`src/shared/cbe_pkg.sv`:
```
// Package for the conditional branch evaluator: opcodes, flags, timing
`default_nettype none
package cbe_pkg;
    localparam int PC_W = 16;
    localparam int OFS_W = 7;
    localparam logic [PC_W-1:0] PC_RESET = 16'h0000;
    localparam logic [PC_W-1:0] PC_STEP = 16'h0001;
    // Branch condition codes presented by the instruction decoder
    typedef enum logic [3:0] {
        jump_on_carry_set = 4'h0,
        jump_on_carry_clear = 4'h1,
        jump_unsigned_at_least = 4'h2,
        jump_unsigned_below = 4'h3,
        jump_on_negative = 4'h4,
        jump_on_nonnegative = 4'h5,
        jump_signed_at_least = 4'h6,
        jump_signed_below = 4'h7,
        jump_on_nibble_carry_set = 4'h8,
        jump_on_nibble_carry_clear = 4'h9,
        jump_on_spare_bit_set = 4'hA,
        jump_on_spare_bit_clear = 4'hB
    } cbe_cond_t;
    // Status flags consulted by the branches
    typedef struct packed {
        logic spare;
        logic nibble_carry;
        logic overflow;
        logic negative;
        logic carry;
    } cbe_flags_t;
    // One decoded branch request
    typedef struct packed {
        logic valid;
        cbe_cond_t cond;
        logic [OFS_W-1:0] offset;
    } cbe_req_t;
    localparam int TAKEN_CYCLES = 2;
    localparam int FAIL_CYCLES = 1;
endpackage
`default_nettype wire

```
`src/cbe_branch_eval.sv`:
```
// Conditional relative branch evaluator with program counter update
`default_nettype none
module cbe_branch_eval
    import cbe_pkg::*;
(
    input wire logic clk, // Core clock
    input wire logic reset_n, // Async reset, active low
    input wire cbe_req_t req, // Branch request from decoder
    input wire cbe_flags_t flags, // Status flags, same clock
    output logic [PC_W-1:0] program_counter, // Current PC
    output logic busy, // Second cycle of a taken branch
    output logic flush, // Discard fetched successor
    output logic taken, // Branch taken this request
    output cbe_flags_t flags_out // Flags after the branch
);
    typedef enum {S_IDLE, S_DISCARD} cbe_state_t;
    cbe_state_t state_r;
    logic cond_met;
    logic accept;
    logic [PC_W-1:0] target;

    // Shared condition decode
    function automatic logic cbe_test(cbe_cond_t c, cbe_flags_t f);
        logic r;
        r = 1'b0;
        case (c)
            jump_on_carry_set: r = f.carry;
            jump_on_carry_clear: r = ~f.carry;
            jump_unsigned_at_least: r = ~f.carry;
            jump_unsigned_below: r = f.carry;
            jump_on_negative: r = f.negative;
            jump_on_nonnegative: r = ~f.negative;
            jump_signed_at_least: r = ~(f.negative ^ f.overflow);
            jump_signed_below: r = f.negative ^ f.overflow;
            jump_on_nibble_carry_set: r = f.nibble_carry;
            jump_on_nibble_carry_clear: r = ~f.nibble_carry;
            jump_on_spare_bit_set: r = f.spare;
            jump_on_spare_bit_clear: r = ~f.spare;
            default: r = 1'b0;
        endcase
        return r;
    endfunction

    // Requests arriving during the discard cycle are the dead successor
    assign accept = req.valid && (state_r == S_IDLE);
    assign cond_met = cbe_test(req.cond, flags);
    assign target = program_counter + PC_STEP
        + {{(PC_W-OFS_W){req.offset[OFS_W-1]}}, req.offset};

    always_ff @(posedge clk or negedge reset_n) begin
        if (!reset_n) begin
            state_r <= S_IDLE;
        end else begin
            case (state_r)
                S_IDLE: begin
                    if (accept && cond_met) begin
                        state_r <= S_DISCARD;
                    end
                end
                S_DISCARD: state_r <= S_IDLE;
                default: state_r <= S_IDLE;
            endcase
        end
    end

    always_ff @(posedge clk or negedge reset_n) begin
        if (!reset_n) begin
            program_counter <= PC_RESET;
        end else if (accept && cond_met) begin
            program_counter <= target;
        end else if (accept) begin
            program_counter <= program_counter + PC_STEP;
        end
    end

    always_ff @(posedge clk or negedge reset_n) begin
        if (!reset_n) begin
            busy <= 1'b0;
            flush <= 1'b0;
            taken <= 1'b0;
        end else begin
            busy <= accept && cond_met;
            flush <= accept && cond_met;
            taken <= accept && cond_met;
        end
    end

    always_ff @(posedge clk or negedge reset_n) begin
        if (!reset_n) begin
            flags_out <= '0;
        end else begin
            flags_out <= flags;
        end
    end
endmodule
`default_nettype wire

```
`config.mk`:
```
export PLATFORM = sky130hd
export DESIGN_NAME = cbe_branch_eval
export DESIGN_NICKNAME = d
export VERILOG_FILES = /design/src/shared/cbe_pkg.sv /design/src/cbe_branch_eval.sv
export SDC_FILE = /design/constraint.sdc
export NUM_CORES = 1
export LEC_CHECK = 0
export ABC_CLOCK_PERIOD_IN_PS = 4200
export BUFFER_PORTS_ARGS = -buffer_cell sky130_fd_sc_hd__buf_4
export CORE_MARGIN = 5
export CORE_UTILIZATION = 47
export CTS_BUF_LIST = sky130_fd_sc_hd__clkbuf_8
export DETAILED_ROUTE_END_ITERATION = 8
export GPL_TIMING_DRIVEN = 0
export PLACE_DENSITY = 0.77
export RECOVER_POWER = 25
export SLEW_MARGIN = 0
export SYNTH_ARGS = -nofsm -noshare
export SYNTH_HDL_FRONTEND = slang
export SYNTH_SLANG_ARGS = --single-unit
```
`constraint.sdc`:
```
create_clock -name clk -period 4.2 [get_ports clk]
set_input_delay 0.84 -clock clk [delete_from_list [all_inputs] [get_ports clk]]
set_output_delay 0.84 -clock clk [all_outputs]
set_load 0.05 [all_outputs]
```
After elaboration in Yosys (flattened, before gate mapping)
Index checks and enable logic that the tools add are counted.
Storage, ports and cells
  register bits: 54
  bits in latches: 0
  memory bits (writable): 0
  bits in read-only memories: 0
  bits of input ports: 19
  output and inout bits: 24
  word-level logic and storage cells: 41
  memories: 0
Cells by class
  add/sub/neg operators: 2
  $mul: 0
  div/mod/pow operators: 0
  order comparisons: 0
  eq/ne operators: 12
  shift operators: 0
  muxes and demuxes: 5
  bitwise gates (word level): 6
  reduce and logical (&&, ||, !) cells: 8
Operators by type and width (number)
  logical NOT 32 bit: 2
  two-way mux 32 bit: 2
  two-way mux 16 bit: 2
  adder 16 x 1 -> 16 bit (second input constant): 1
  adder 16 bit: 1
  == test 4 x 3 -> 1 bit (second input constant): 4
  == test 4 bit (second input constant): 4
  case mux 1 bit (10 select lines): 1
  == test 4 x 2 -> 1 bit (second input constant): 2
  inverter 1 bit: 5
  == test 4 x 1 -> 1 bit (second input constant): 1
  logical NOT 4 bit: 1
  OR reduction 2 bit: 2
  logical AND 1 bit: 2
  inequality test 2 bit (second input constant): 1
  nonzero test 2 bit: 1
  bitwise XOR 1 bit: 1

Logic depth before layout (Yosys ltp)
  depth after elaboration: 6
  depth in mapped cells: 16
  mapped depth without buffers: 14

Worst setup path after synthesis
OpenSTA, ideal clock, no wires.
  path type: register to register
  start: register program_counter[0]
  end: register program_counter[15]
  setup time: 124 ps
  data arrival time: 3198 ps
  required time: 4076 ps
  setup slack: 878 ps
  cell stages (with the launch flop): 17
  buffers on the path: 2
  clock period less this slack: 3322 ps
  path through: dfrtp_1 -> ha_1 -> and3_1 -> buf_4 -> nand3_2 -> nor2_2 -> nand2_1 -> xnor2_1 -> ha_1 -> buf_2 -> a21oi_1 -> o21ai_0 -> a21oi_2 -> a21oi_1 -> or3_1 -> o211ai_1 -> nand2_1
Between the ends
  word-level cells in the longest chain between the ends: 3
  elaborated cells on any way between the ends: 4
  classes of those cells: add/sub: 2; mux: 2
Ends and longest elaborated chain
  start, declared: RTL line cbe_branch_eval.sv:10  | output logic [PC_W-1:0] program_counter,
  start signal, assigned: RTL line cbe_branch_eval.sv:70  | program_counter <= target;
  start signal, assigned: RTL line cbe_branch_eval.sv:72  | program_counter <= program_counter + PC_STEP;
  adder 16 x 1 -> 16 bit (*): RTL line cbe_branch_eval.sv:47, cbe_branch_eval.sv:72
  adder 16 bit or two-way mux 16 bit (tied branches): RTL line cbe_branch_eval.sv:48, cbe_branch_eval.sv:71
  two-way mux 16 bit (*): RTL line cbe_branch_eval.sv:69  | end else if (accept && cond_met) begin
Every way passes the cells marked *; elsewhere a longest branch is shown, timed or not. The select of a mux whose other input is x is not followed.
A chain may end at the register's enable or synchronous reset.

Worst setup path in the final report
Same ends and word-level chain as after synthesis.

==> metrics.cfg <==
[synthesis]
ys_seq_area_share_pct=25.4
muxShareOfSynthArea_pct=1.77
synth_nets=309
ys.flop_type=dfrtp_1
synth_top_area_share_pct=25.4
syn_avg_cell_area_um2=8.43
yosys.area_share.simple_pct=19.3
synth_warnings=0
synth.distinct_cells=52
synthXorXnorAreaFrac_pct=11.5
yosysTopAreaCell=dfrtp_1
synth_top_family_by_area=compound AO/OA/AOI/OAI gates
synth-async-reset-ratio_pct=100
yosys-top-cells-area=dfrtp_1 (25%), ha_1 (11%), a21oi_1 (6.2%)
synthAdderAreaFrac_pct=11.9
ys_seq_elements=23
synth_compound_area_share_pct=24.6
synth_area_um2=2270
synth_cells=269
synth-edff-count=0

[run_status]
status=complete, no violations

[clock_network]
hold_buffers=0
worstSkewPairLatency_ps=270
cts_made_buffers=3
post_cts_buffers=0
clockRootBuffer=clkbuf_8
clkSinkCount=23
cts_max_level=1
cts_resized=0
clk_pin_slew_ps=80
max-clock-path-buffers=2
cts_tree=done

[setup_path]
cp-end-kind=flip-flop
worst-path-stages=16
ff2ff_setup_slack_ps=690
required_ps=4360
crit_arrival_ps=3670
critPathTopFamily=simple AND/OR/NAND/NOR gates
worstPathBufferInverterCount=2
worstPathCellList=ha_1, and3_1, buf_4, nand3_2, nor2_2, nand2_1, xnor2_1, ha_1, buf_2, a21oi_1, o21ai_0, a21oi_2, a21oi_1, or3_1, o211ai_1, nand2_1
cp_max_fo=10
r2r_cells=16
slowest_stage=dfrtp_1
critPathMaxStageDelay_ps=460
crit_type=flip-flop to flip-flop
cp-start-kind=flip-flop

[global_route]
grt_use_total_pct=18.3
grt_start_max_net_pins=24
antenna_found_initial=0
grt_pass1_wl_mm=9.40
overflow=0
grt_pass1_vias=1981

[sta]
finalSetupTns_ps=0
min_period_ps=3510
maxSlewHeadroom_pct=14.6
hold_viol=0
post-route-period-util_pct=83.5
rsz0062_at_grt=no
fmax_ghz=0.285
setup_violations=0
layout_setup_ws_ps=692
drv_slew=0
worst-slew-pin-transition_ps=1280
skew_ps=1.46

[cells_and_area]
nNetsFinal=356
fillers=435
area_growth_pct=18.7
drive_gt1_share_pct=22.5
antennaDiodeCount=0

[detailed_routing]
via_per_inst=5.81
drt-initial-drc-count=216
route.detailed.drc=0
vias=2144
wl_per_cell_um=15.6
wl_mm=5.75
firstDrtPassIters=4
route.antenna.remaining_nets=0

[power_and_ir_drop]
ir_worst_vdd_uv=328
finalPower_mw=2.19
p_per_area_nw_per_um2=812
p_leak_nw=1.24

[floorplanning]
ioPinCount=43
die_w_um=79.5
die_height_um=79.5
row_count=25
core_um2=4690
dieArea_um2=6320
initial_core_util_pct=48.3

[place]
portBuffers=42
hpwl_mm=4.42
pre_cts_slack_ps=729
routabilityCongestion=0.843

[run]
maxCapViolCount=0

[worst_hold_path]
hp-class=flip-flop to flip-flop
hold_depth=3

## flip-flops by register name, indices dropped and copies added (netlist names)
name             flops
program_counter     16
flags_out            5
state_r              1
taken                1
## power breakdown
group          internal, mW  switching (mW)
combinational         0.625           0.994
sequential            0.300           0.125
clock                0.0656          0.0770
## worst min-delay path, stage by stage, from the launching register on
cell and delay [ps]:
dfrtp_1 350, nor2b_1 60, nand2_2 110, inv_1 50
## cells in the mapped netlist, types with 6 or more instances
| library cell | number |
|---|---|
| dfrtp_1 | 23 |
| a31oi_1 | 7 |
| o21ai_0 | 18 |
| xor2_1 | 12 |
| and3_1 | 6 |
| a21o_1 | 7 |
| a21oi_1 | 28 |
| xnor2_1 | 16 |
| nand3_1 | 12 |
| ha_1 | 20 |
| nor2_1 | 19 |
| inv_1 | 8 |
| nand2_1 | 14 |
## worst paths after layout
path,startpoint,end
worst max-delay path,program_counter[0],program_counter[15]
worst min-delay path,state_r[0],state_r[0]
worst max register to register,program_counter[0],program_counter[15]
worst min register to register,state_r[0],state_r[0]
max in group asynchronous,reset_n,program_counter[7]
min in group asynchronous,reset_n,flags_out[1]
## placed cells by master, fill, tap and decap left out, drive strengths merged, types with 2 or more instances in the layout
cell type,n
nor4,3
o21a,4
nor2b,4
xor2,12
a21o,7
ha,20
nand3,15
mux2i,4
o211ai,5
and3,6
clkbuf,8
a21oi,29
buf,52
or2,2
o21ai,23
a211oi,2
o22a,3
nor2,20
xnor2,17
nand4,5
nand2,15
o21bai,2
nor3,5
dfrtp,23
inv,9
a31oi,7
a32oi,2
or3,2
## final cells by class
cell class	instances	area, um^2	area share [%]
clock inverters	1	3.75	0.139
clock buffers	3	41.3	1.53
inverters	8	30.0	1.12
plain buffers	15	95.1	3.53
well taps	54	67.6	2.51
flip-flops and latches	23	576	21.4
multi-input cells	223	1570	58.2
repair buffers	42	312	11.6
## metrics by stage
step                      area, um^2  utilization, %  hold slack (ps)  cells
after floorplan                 2270               -              515    269
after global placement          2650            56.5              592    365
after detailed placement        2650            56.5              597    365
after CTS                       2700            57.5              461    369
after global routing            2690            57.4              642    369
final                           2690            57.4              607    369
## metal layers
layer  track usage [%]  vias up  wire (um)
met3              1.13        5        340
met2              30.7       68       2750
li1                  -     1069          -
met1              25.3     1002       2590
met4              5.15        0         69
met5                 0        -          0
## cells by family after synthesis
family	after synthesis
AO/OA/AOI/OAI	89
buffers and inverters	23
flip-flops	23
multiplexers	4
adder cells (fa/ha/maj)	21
AND/OR/NAND/NOR	80
XOR/XNOR	29
Power figures use the tool's default switching activity.
